`src/common/iocs_pkg.sv`:
```
// Constants for the internal oscillator tuning and clock select block.
// Assumes a 20 MHz pclk; oscillators are modelled as phase accumulators.
package iocs_pkg;
   localparam longint unsigned CLK_HZ = 64'd20000000;
   localparam longint unsigned BASE_HZ = 64'd500000;
   localparam longint unsigned LF_HZ = 64'd31000;
   localparam longint unsigned RC_HZ = 64'd600000;
   localparam int NCO_W = 24;
   // High-frequency source is 32 times the base
   localparam int HF_SHIFT = 5;
   localparam logic [23:0] MF_INC = 24'((BASE_HZ << NCO_W) / CLK_HZ);
   localparam logic [23:0] LF_INC = 24'((LF_HZ << NCO_W) / CLK_HZ);
   localparam logic [23:0] RC_INC = 24'((RC_HZ << NCO_W) / CLK_HZ);
   localparam logic [23:0] TUNE_STEP = 24'(MF_INC >> 9);
   // Tuning value moves one step per slew interval
   localparam longint unsigned TUNE_SLEW_NS = 64'd1000;
   localparam logic [7:0] TUNE_SLEW_CYC = 8'((TUNE_SLEW_NS * CLK_HZ) / 64'd1000000000);
   localparam logic [7:0] OFS_CTRL = 8'h00;
   localparam logic [7:0] OFS_TUNE = 8'h04;
   localparam logic [7:0] OFS_STAT = 8'h08;
   localparam logic [7:0] OFS_CFG = 8'h0C;
   localparam int CTRL_SCS_LSB = 0;
   localparam int CTRL_PLL_BIT = 2;
   localparam int CTRL_FREQ_LSB = 3;
   localparam int STAT_LF_RDY_BIT = 0;
   localparam int STAT_RC_RUN_BIT = 1;
   localparam int STAT_PLL_BIT = 2;
   localparam int STAT_PEND_BIT = 3;
   localparam logic [3:0] FREQ_RST = 4'h7;
   localparam logic [1:0] SCS_RST = 2'h0;
   localparam logic [5:0] TUNE_RST = 6'h00;
   localparam logic [1:0] CFG_RST = 2'h3;
   localparam logic [1:0] CFG_LF_ON = 2'h0;
   localparam logic [2:0] FREQ_LF_TOP = 3'h0;
   localparam logic [3:0] FREQ_PLL_CODE = 4'hE;
   localparam logic [5:0] TUNE_MAX = 6'h1F;
   localparam logic [5:0] TUNE_MIN = 6'h20;
   typedef enum logic [2:0] {SRC_LF = 3'b001, SRC_MF = 3'b010, SRC_HF = 3'b100} iocs_src_t;
   typedef enum logic [1:0] {SW_RUN = 2'b01, SW_WAIT = 2'b10} iocs_sw_t;
   // Source for each frequency select code
   function automatic iocs_src_t iocs_src_of(input logic [3:0] code);
      if (code[3:1] == FREQ_LF_TOP) return SRC_LF;
      if (code == 4'h3 || code[3]) return SRC_HF;
      return SRC_MF;
   endfunction : iocs_src_of
   // Postscaler as a power of two for each code
   function automatic logic [3:0] iocs_shift_of(input logic [3:0] code);
      case (code)
         4'h2: return 4'h4;
         4'h3: return 4'h9;
         4'h4: return 4'h3;
         4'h5: return 4'h2;
         4'h6: return 4'h1;
         4'h8: return 4'h7;
         4'h9: return 4'h6;
         4'hA: return 4'h5;
         4'hB: return 4'h4;
         4'hC: return 4'h3;
         4'hD: return 4'h2;
         4'hE: return 4'h1;
         default: return 4'h0;
      endcase
   endfunction : iocs_shift_of
endpackage : iocs_pkg

```
`src/hw/iocs_top.sv`:
```
// Internal oscillator tuning, low-frequency/peripheral oscillator enables and
// glitch-free system clock select. Registers over APB; request pins are async.
//
// Implementation choices: the APB register port and the register offsets.
`timescale 1ns/100ps
`default_nettype none
// Summary of operation
// - High and mid sources both come from the tuned 500 kHz base
// - Tuning value is 6-bit two's complement, zero after reset
// - Tuning 1Fh gives highest frequency, 20h gives lowest
// - Frequency slews toward a new tuning value, no completion status
// - Tuning never changes the low-frequency oscillator
// - Low-frequency oscillator is an untuned 31 kHz source for timers
// - Low oscillator runs on LF select with 1x source, config 00, or request
// - Ready flag sets after the first low oscillator tick, clears when it stops
// - Peripheral RC clock is an untuned nominal 600 kHz source
// - Peripheral RC clock starts on request without software enable
// - Peripheral RC clock keeps running during sleep
// - System clock picks postscaled high, mid or low oscillator by 4-bit field
// - 32 MHz exists only through the 4x PLL multiplier
// - Selectable rates 16 MHz down to 31.25 kHz, plus 31 kHz direct
// - Any reset loads select code 0111, giving 500 kHz
// - Several codes give one frequency through different sources
module iocs_top (
   input wire logic pclk,
   input wire logic presetn,
   input wire logic psel,
   input wire logic penable,
   input wire logic pwrite,
   input wire logic [7:0] paddr,
   input wire logic [31:0] pwdata,
   output logic [31:0] prdata,
   output logic pready,
   output logic pslverr,
   input wire logic periph_lf_request,
   input wire logic periph_rc_request,
   input wire logic sleep_req,
   output logic sys_clk_tick,
   output logic pll_mult_en,
   output logic hf_osc_tick,
   output logic mf_osc_tick,
   output logic lf_osc_tick,
   output logic lf_osc_enable,
   output logic periph_rc_tick
);
   logic [2:0] sync_meta;
   logic [2:0] sync_q;
   logic lf_req_s;
   logic rc_req_s;
   logic sleep_s;
   logic [3:0] freq_select_field;
   logic [1:0] sys_clk_source_select;
   logic pll_req;
   logic [5:0] osc_tune_value;
   logic [1:0] osc_config_select;
   logic [3:0] next_freq;
   logic [1:0] next_scs;
   logic next_pll_req;
   logic [5:0] next_tune;
   logic [1:0] next_cfg;
   logic [31:0] next_prdata;
   logic next_pready;
   logic next_pslverr;
   logic setup;
   logic wr_en;
   logic [5:0] tune_eff;
   logic [7:0] slew_cnt;
   logic [5:0] next_tune_eff;
   logic [7:0] next_slew_cnt;
   logic [23:0] base_inc;
   logic [23:0] hf_inc;
   logic [23:0] mf_acc;
   logic [23:0] hf_acc;
   logic [23:0] lf_acc;
   logic [23:0] rc_acc;
   logic [24:0] mf_sum;
   logic [24:0] hf_sum;
   logic [24:0] lf_sum;
   logic [24:0] rc_sum;
   logic lf_need;
   logic low_osc_ready_flag;
   logic rc_run;
   logic next_lf_ready;
   iocs_pkg::iocs_sw_t sw_state;
   iocs_pkg::iocs_sw_t next_sw_state;
   logic [3:0] act_code;
   logic act_pll;
   logic [8:0] ps_cnt;
   logic [3:0] next_act_code;
   logic next_act_pll;
   logic [8:0] next_ps_cnt;
   iocs_pkg::iocs_src_t act_src;
   logic src_tick;
   logic [8:0] ps_mask;
   logic ps_tick;
   logic want_pll;
   logic pending;

   always_ff @(posedge pclk or negedge presetn) begin
      if (!presetn) begin
         sync_meta <= 3'h0;
         sync_q <= 3'h0;
      end else begin
         sync_meta <= {sleep_req, periph_rc_request, periph_lf_request};
         sync_q <= sync_meta;
      end
   end
   assign lf_req_s = sync_q[0];
   assign rc_req_s = sync_q[1];
   assign sleep_s = sync_q[2];

   // Register file, zero-wait APB slave
   assign setup = psel && !penable;
   assign wr_en = psel && penable && pready && pwrite && !pslverr;
   always_comb begin
      next_freq = freq_select_field;
      next_scs = sys_clk_source_select;
      next_pll_req = pll_req;
      next_tune = osc_tune_value;
      next_cfg = osc_config_select;
      next_prdata = 32'h0000_0000;
      next_pready = setup;
      next_pslverr = 1'b0;
      if (wr_en) begin
         case (paddr)
            iocs_pkg::OFS_CTRL: begin
               next_freq = pwdata[iocs_pkg::CTRL_FREQ_LSB +: 4];
               next_scs = pwdata[iocs_pkg::CTRL_SCS_LSB +: 2];
               next_pll_req = pwdata[iocs_pkg::CTRL_PLL_BIT];
            end
            iocs_pkg::OFS_TUNE: next_tune = pwdata[5:0];
            iocs_pkg::OFS_CFG: next_cfg = pwdata[1:0];
            default: ;
         endcase
      end
      if (setup) begin
         case (paddr)
            iocs_pkg::OFS_CTRL: begin
               next_prdata[iocs_pkg::CTRL_FREQ_LSB +: 4] = freq_select_field;
               next_prdata[iocs_pkg::CTRL_PLL_BIT] = pll_req;
               next_prdata[iocs_pkg::CTRL_SCS_LSB +: 2] = sys_clk_source_select;
            end
            iocs_pkg::OFS_TUNE: next_prdata[5:0] = osc_tune_value;
            iocs_pkg::OFS_STAT: begin
               next_prdata[iocs_pkg::STAT_LF_RDY_BIT] = low_osc_ready_flag;
               next_prdata[iocs_pkg::STAT_RC_RUN_BIT] = rc_run;
               next_prdata[iocs_pkg::STAT_PLL_BIT] = pll_mult_en;
               next_prdata[iocs_pkg::STAT_PEND_BIT] = pending;
            end
            iocs_pkg::OFS_CFG: next_prdata[1:0] = osc_config_select;
            default: next_pslverr = 1'b1;
         endcase
      end
   end
   always_ff @(posedge pclk or negedge presetn) begin
      if (!presetn) begin
         freq_select_field <= iocs_pkg::FREQ_RST;
         sys_clk_source_select <= iocs_pkg::SCS_RST;
         pll_req <= 1'b0;
         osc_tune_value <= iocs_pkg::TUNE_RST;
         osc_config_select <= iocs_pkg::CFG_RST;
         prdata <= 32'h0000_0000;
         pready <= 1'b0;
         pslverr <= 1'b0;
      end else begin
         freq_select_field <= next_freq;
         sys_clk_source_select <= next_scs;
         pll_req <= next_pll_req;
         osc_tune_value <= next_tune;
         osc_config_select <= next_cfg;
         prdata <= next_prdata;
         pready <= next_pready;
         pslverr <= next_pslverr;
      end
   end

   // slew effective tuning one step at a time
   always_comb begin
      next_tune_eff = tune_eff;
      next_slew_cnt = slew_cnt;
      if (slew_cnt != 8'h00) begin
         next_slew_cnt = slew_cnt - 8'h01;
      end else if (tune_eff != osc_tune_value) begin
         next_slew_cnt = iocs_pkg::TUNE_SLEW_CYC - 8'h01;
         if ($signed(osc_tune_value) > $signed(tune_eff)) begin
            next_tune_eff = tune_eff + 6'h01;
         end else begin
            next_tune_eff = tune_eff - 6'h01;
         end
      end
   end
   always_ff @(posedge pclk or negedge presetn) begin
      if (!presetn) begin
         tune_eff <= iocs_pkg::TUNE_RST;
         slew_cnt <= 8'h00;
      end else begin
         tune_eff <= next_tune_eff;
         slew_cnt <= next_slew_cnt;
      end
   end

   // signed tuning scales the base increment
   assign base_inc = iocs_pkg::MF_INC + ({{18{tune_eff[5]}}, tune_eff} * iocs_pkg::TUNE_STEP);
   // high source derived from the same tuned base
   assign hf_inc = base_inc << iocs_pkg::HF_SHIFT;
   assign mf_sum = {1'b0, mf_acc} + {1'b0, base_inc};
   assign hf_sum = {1'b0, hf_acc} + {1'b0, hf_inc};
   assign lf_sum = {1'b0, lf_acc} + {1'b0, iocs_pkg::LF_INC};
   assign rc_sum = {1'b0, rc_acc} + {1'b0, iocs_pkg::RC_INC};
   assign lf_need = ((freq_select_field[3:1] == iocs_pkg::FREQ_LF_TOP)
                     && sys_clk_source_select[1])
                    || (osc_config_select == iocs_pkg::CFG_LF_ON)
                    || lf_req_s || (act_src == iocs_pkg::SRC_LF);
   // ready once the running oscillator has ticked
   assign next_lf_ready = lf_osc_enable && (low_osc_ready_flag || lf_sum[24]);
   always_ff @(posedge pclk or negedge presetn) begin
      if (!presetn) begin
         mf_acc <= 24'h00_0000;
         hf_acc <= 24'h00_0000;
         lf_acc <= 24'h00_0000;
         rc_acc <= 24'h00_0000;
         mf_osc_tick <= 1'b0;
         hf_osc_tick <= 1'b0;
         lf_osc_tick <= 1'b0;
         periph_rc_tick <= 1'b0;
         lf_osc_enable <= 1'b0;
         low_osc_ready_flag <= 1'b0;
         rc_run <= 1'b0;
      end else begin
         mf_acc <= mf_sum[23:0];
         hf_acc <= hf_sum[23:0];
         mf_osc_tick <= mf_sum[24];
         hf_osc_tick <= hf_sum[24];
         lf_acc <= lf_osc_enable ? lf_sum[23:0] : 24'h00_0000;
         lf_osc_tick <= lf_osc_enable && lf_sum[24];
         lf_osc_enable <= lf_need;
         low_osc_ready_flag <= next_lf_ready;
         // runs on request alone, sleep does not gate it
         rc_run <= rc_req_s;
         rc_acc <= rc_run ? rc_sum[23:0] : 24'h00_0000;
         periph_rc_tick <= rc_run && rc_sum[24];
      end
   end

   // source and postscaler of the active code
   assign act_src = iocs_pkg::iocs_src_of(act_code);
   assign ps_mask = 9'((10'h001 << iocs_pkg::iocs_shift_of(act_code)) - 10'h001);
   always_comb begin
      case (act_src)
         iocs_pkg::SRC_LF: src_tick = lf_osc_tick;
         iocs_pkg::SRC_MF: src_tick = mf_osc_tick;
         iocs_pkg::SRC_HF: src_tick = hf_osc_tick;
         default: src_tick = 1'b0;
      endcase
   end
   assign ps_tick = src_tick && ((ps_cnt & ps_mask) == ps_mask);
   // multiplier only on the 8 MHz high-source code
   assign want_pll = pll_req && (freq_select_field == iocs_pkg::FREQ_PLL_CODE);
   assign pending = (freq_select_field != act_code) || (want_pll != act_pll);
   // switch only at the end of a full output period
   always_comb begin
      next_sw_state = sw_state;
      next_act_code = act_code;
      next_act_pll = act_pll;
      next_ps_cnt = src_tick ? ps_cnt + 9'h001 : ps_cnt;
      case (sw_state)
         iocs_pkg::SW_RUN: begin
            if (pending) next_sw_state = iocs_pkg::SW_WAIT;
         end
         iocs_pkg::SW_WAIT: begin
            if (!pending) begin
               next_sw_state = iocs_pkg::SW_RUN;
            end else if (ps_tick) begin
               next_act_code = freq_select_field;
               next_act_pll = want_pll;
               next_ps_cnt = 9'h000;
               next_sw_state = iocs_pkg::SW_RUN;
            end
         end
         default: next_sw_state = iocs_pkg::SW_RUN;
      endcase
   end
   always_ff @(posedge pclk or negedge presetn) begin
      if (!presetn) begin
         sw_state <= iocs_pkg::SW_RUN;
         act_code <= iocs_pkg::FREQ_RST;
         act_pll <= 1'b0;
         ps_cnt <= 9'h000;
         sys_clk_tick <= 1'b0;
         pll_mult_en <= 1'b0;
      end else begin
         sw_state <= next_sw_state;
         act_code <= next_act_code;
         act_pll <= next_act_pll;
         ps_cnt <= next_ps_cnt;
         sys_clk_tick <= ps_tick && !sleep_s;
         pll_mult_en <= next_act_pll;
      end
   end

   // Gap counter between low oscillator ticks, held at zero while stopped
   // so the first period after enable counts from the same origin as the
   // accumulator
   logic [10:0] lf_gap;
   logic [10:0] next_lf_gap;
   always_comb begin
      if (!lf_osc_enable) begin
         next_lf_gap = 11'h000;
      end else if (lf_osc_tick) begin
         next_lf_gap = 11'h001;
      end else begin
         next_lf_gap = lf_gap + 11'h001;
      end
   end
   always_ff @(posedge pclk or negedge presetn) begin
      if (!presetn) begin
         lf_gap <= 11'h000;
      end else begin
         lf_gap <= next_lf_gap;
      end
   end
endmodule : iocs_top
`default_nettype wire

```
`config.mk`:
```
export PLATFORM = sky130hd
export DESIGN_NAME = iocs_top
export DESIGN_NICKNAME = d
export VERILOG_FILES = /design/src/common/iocs_pkg.sv /design/src/hw/iocs_top.sv
export SDC_FILE = /design/constraint.sdc
export NUM_CORES = 1
export LEC_CHECK = 0
export BUFFER_PORTS_ARGS = -buffer_cell sky130_fd_sc_hd__buf_2
export CAP_MARGIN = 30
export CORE_MARGIN = 8
export CORE_UTILIZATION = 52
export DETAILED_ROUTE_END_ITERATION = 12
export PLACE_DENSITY = 0.82
export SLEW_MARGIN = 0
export SYNTH_ARGS = -nofsm -noshare
export SYNTH_HDL_FRONTEND = slang
export SYNTH_SLANG_ARGS = --single-unit
```
`constraint.sdc`:
```
create_clock -name pclk -period 15.2 [get_ports pclk]
set_clock_uncertainty 0.1 [all_clocks]
set_input_delay 1.52 -clock pclk [delete_from_list [all_inputs] [get_ports pclk]]
set_output_delay 1.52 -clock pclk [all_outputs]
set_load 0.01 [all_outputs]
```
==> flow_metrics.tcl <==
set metrics [dict create \
    worst_setup_path_end_kind "flip-flop" \
    hold_path.startpoint "sync_q[1]$_DFF_PN0_" \
    worst_slew_pin_slew_ps 890.1 \
    routed_wirelength_um 18620 \
    synthArstFlopShare_pct 100.0 \
    post_synth_instance_area_mm2 0.01002 \
    largest_area_contributor_in_the_netlist "sky130_fd_sc_hd__dfrtp_1" \
    period_minus_slack_ps 6098 \
    yosys_top_cell_area_share_pct 36.45 \
    ys_seq_elements 155 \
    run_status "complete, no violations" \
    n_fill_cell 1520 \
    routed_wire_length_per_instance_um 14.27 \
    die_h_um 154.8 \
    grt_start_max_net_pins 81 \
    setup.reg_to_reg.worst_slack_ps 9100 \
    initial_standard_cell_utilization_of_the_core_pct 53.23 \
    clock_tree.buffer_depth 2 \
    ant_nets 0 \
    detailroute.wirelength.met2_um 9136 \
    cts.clk_slew.worst_paths_ps 70 \
    first_iter_violations 420 \
    antenna_violations_before_repair 0 \
    ios 89 \
    number_of_buffers_created_by_cts 17 \
    timing.critical_path.from "tune_eff[4]$_DFFE_PN0P_" \
    crit_required_ps 15410 \
    drt-vias-per-instance 5.434 \
    antennaDiodeCount 0 \
    post_synth_num_cell_types 70 \
    routedLengthMet1_um 8554 \
    synth_edf_count 0 \
    first_global_vias 7094 \
    worst-endpoint-arrival_ps 6310 \
    area_delta_synth_final_pct 9.424 \
    cts.hold.buffers_added 0 \
    clkSinkCount 155 \
    worst-setup-path-type "flip-flop to flip-flop" \
    final_hold_viol_count 0 \
    seq_area_frac_synth_pct 38.81 \
    timing.critical_path.from_type "flip-flop" \
    gpl.final_weighted_congestion 0.8330 \
    synthesis.area_per_instance_um2 10.16 \
    crit_end "mf_acc[23]$_DFF_PN0_" \
    number_of_violations_of_the_max_capacitance_limit 0 \
    setup_repair_after_global_routing_missed_its_margin "false" \
    highest_layer "met4" \
    yosys_warning_total 0 \
    drc 0 \
    final_layout_size_suffix_gt1_share_pct 10.91 \
    synthesis.instances 987 \
    die_width_um 154.8 \
    top_achievable_clock_speed_mhz 164.0 \
    max_slew_margin_pct 40.20 \
    floorplan.core_area_mm2 0.01883 \
    tns_setup_ps 0 \
    tritoncts_clock_tree "yes" \
    port_buffers 38 \
    met3_wirelength_um 715 \
    vias 7092 \
    htree_levels 4 \
    dieArea_mm2 0.02397 \
    rows 50 \
    cts_resized 0 \
    globalRouteTotalUtil_pct 16.23 \
    grt_first_pass_wirelength_um 32570 \
    post_cts_buffers 0 \
    globalRouteOverflowTotal 0 \
    min_path_type "flip-flop to flip-flop" \
    worstPathMaxFanout 7 \
    depth_of_the_worst_register_to_register_path 21 \
    synth_area_leaders "sky130_fd_sc_hd__dfrtp_1 36%, sky130_fd_sc_hd__ha_1 14%, sky130_fd_sc_hd__xnor2_1 5.6%" \
    clkLatencyLatePin_ps 430 \
    drt-pass1-iter-count 5 \
    timing.final.max_slew_violations 0 \
    nets 1203 \
    ys_dominant_reg_cell "sky130_fd_sc_hd__dfrtp_1" \
    cts.root.buffer_cell "sky130_fd_sc_hd__clkbuf_16" \
    setup-violations-final 0 \
    detailed_place_hpwl_um 13730 \
    post-route-period-util_pct 40.12 \
    timing.rr.end "mf_acc[23]$_DFF_PN0_" \
    reg2reg_from "tune_eff[4]$_DFFE_PN0P_" \
]
==> worst max-delay path, cell delays in order (launching register included) <==
cell and delay, ps:
sky130_fd_sc_hd__dfrtp_1 500, sky130_fd_sc_hd__fa_1 490, sky130_fd_sc_hd__inv_1 120, sky130_fd_sc_hd__fa_1 420, sky130_fd_sc_hd__inv_1 80, sky130_fd_sc_hd__fa_1 420
sky130_fd_sc_hd__ha_1 320, sky130_fd_sc_hd__ha_1 230, sky130_fd_sc_hd__or3_1 390, sky130_fd_sc_hd__o21bai_1 190, sky130_fd_sc_hd__a31oi_1 290, sky130_fd_sc_hd__o21bai_1 100
sky130_fd_sc_hd__a21oi_1 180, sky130_fd_sc_hd__xnor2_1 240, sky130_fd_sc_hd__ha_1 340, sky130_fd_sc_hd__o21ai_0 150, sky130_fd_sc_hd__nand2b_1 90, sky130_fd_sc_hd__a31o_2 230
sky130_fd_sc_hd__a41o_1 240, sky130_fd_sc_hd__a41oi_1 440, sky130_fd_sc_hd__nor4b_1 100, sky130_fd_sc_hd__a311o_1 320
==> how the worst min path moves through the flow <==
stage                           to  slack, ps  depth (start not counted)
6_report          rc_run$_DFF_PN0_        270                          0
4_1_cts        sync_q[2]$_DFF_PN0_        270                          0
3_5_place_dp   sync_q[0]$_DFF_PN0_        240                          0
2_1_floorplan     rc_run$_DFF_PN0_        230                          0
3_3_place_gp      rc_run$_DFF_PN0_        230                          0
5_1_grt        sync_q[2]$_DFF_PN0_        280                          0
==> layout make-up <==
cell class	count	area [um2]	area share [%]
Clock buffer	18	429.2	3.913
Clock inverter	14	131.4	1.198
Inverter	46	172.7	1.574
Multi-Input combinational cell	772	5788	52.77
Sequential cell	155	3890	35.47
Tap cell	260	325.3	2.966
Timing Repair Buffer	40	231.5	2.110
==> kinds of logic (layout without fill, tap and decap cells) <==
group / count (synthesis) / in the layout / share of synthesized area (%)
and+or+nand+nor: 293 / 293 / 15.49
buffers and inverters: 84 / 118 / 4.344
AOI/OAI and AO/OA: 207 / 207 / 13.34
muxes: 28 / 28 / 3.333
adders and majority gates: 123 / 123 / 16.25
xor gates and xnor gates: 96 / 96 / 8.389
other: 1 / 25 / 0.03741
DFF: 155 / 155 / 38.81
==> per-stage QoR <==
step	instance area (um2)	hold slack, ps	worst slack [ps]	cells	utilization [%]
2_1_floorplan	10110	231.2	9719	1011	-
5_1_grt	10970	277.0	8709	1305	58.25
3_3_place_gp	10380	233.0	9209	1272	55.12
3_5_place_dp	10380	235.5	9114	1272	55.12
6_report	10970	266.0	9102	1305	58.25
4_1_cts	10940	271.4	9091	1304	58.10
==> sequential cells by signal, summed over array words and instances (netlist names), 6 cells and up <==
| signal | count |
|---|---|
| hf_acc | 19 |
| rc_acc | 22 |
| prdata | 7 |
| ps_cnt | 9 |
| mf_acc | 24 |
| lf_acc | 22 |
| osc_tune_value | 6 |
| tune_eff | 6 |
| slew_cnt | 8 |
==> placed cells by master (no fill, tap or decap), types with 25 or more instances in the layout <==
master                    count
sky130_fd_sc_hd__nor2_1      68
sky130_fd_sc_hd__a21oi_1     58
sky130_fd_sc_hd__conb_1      25
sky130_fd_sc_hd__xor2_1      32
sky130_fd_sc_hd__a21o_1      28
sky130_fd_sc_hd__ha_1       111
sky130_fd_sc_hd__buf_2       37
sky130_fd_sc_hd__and2_1      35
sky130_fd_sc_hd__o21ai_0     45
sky130_fd_sc_hd__xnor2_1     64
sky130_fd_sc_hd__inv_1       46
sky130_fd_sc_hd__nand2_1     54
sky130_fd_sc_hd__dfrtp_1    146
==> per-layer routing <==
metal / GRT usage, % / vias to the layer above
li1: - / 3545
met1: 20.48 / 3406
met2: 27.42 / 116
met3: 3.678 / 25
met4: 4.526 / 0
met5: 0 / -
==> synthesized netlist by cell type (all sizes together), types with 14 or more instances <==
library cell  instances
nand3                16
mux2                 20
a21oi                58
xnor2                64
and2                 35
dfrtp               146
o21ai                45
nand4                18
nor2b                17
buf                  31
xor2                 32
nor3                 20
ha                  111
a21o                 28
inv                  46
nand2                54
or3                  14
nor2                 68
Power is left out: the tool's default activity adds up to more than one toggle a clock period on the data nets, which glitch-free logic cannot reach.
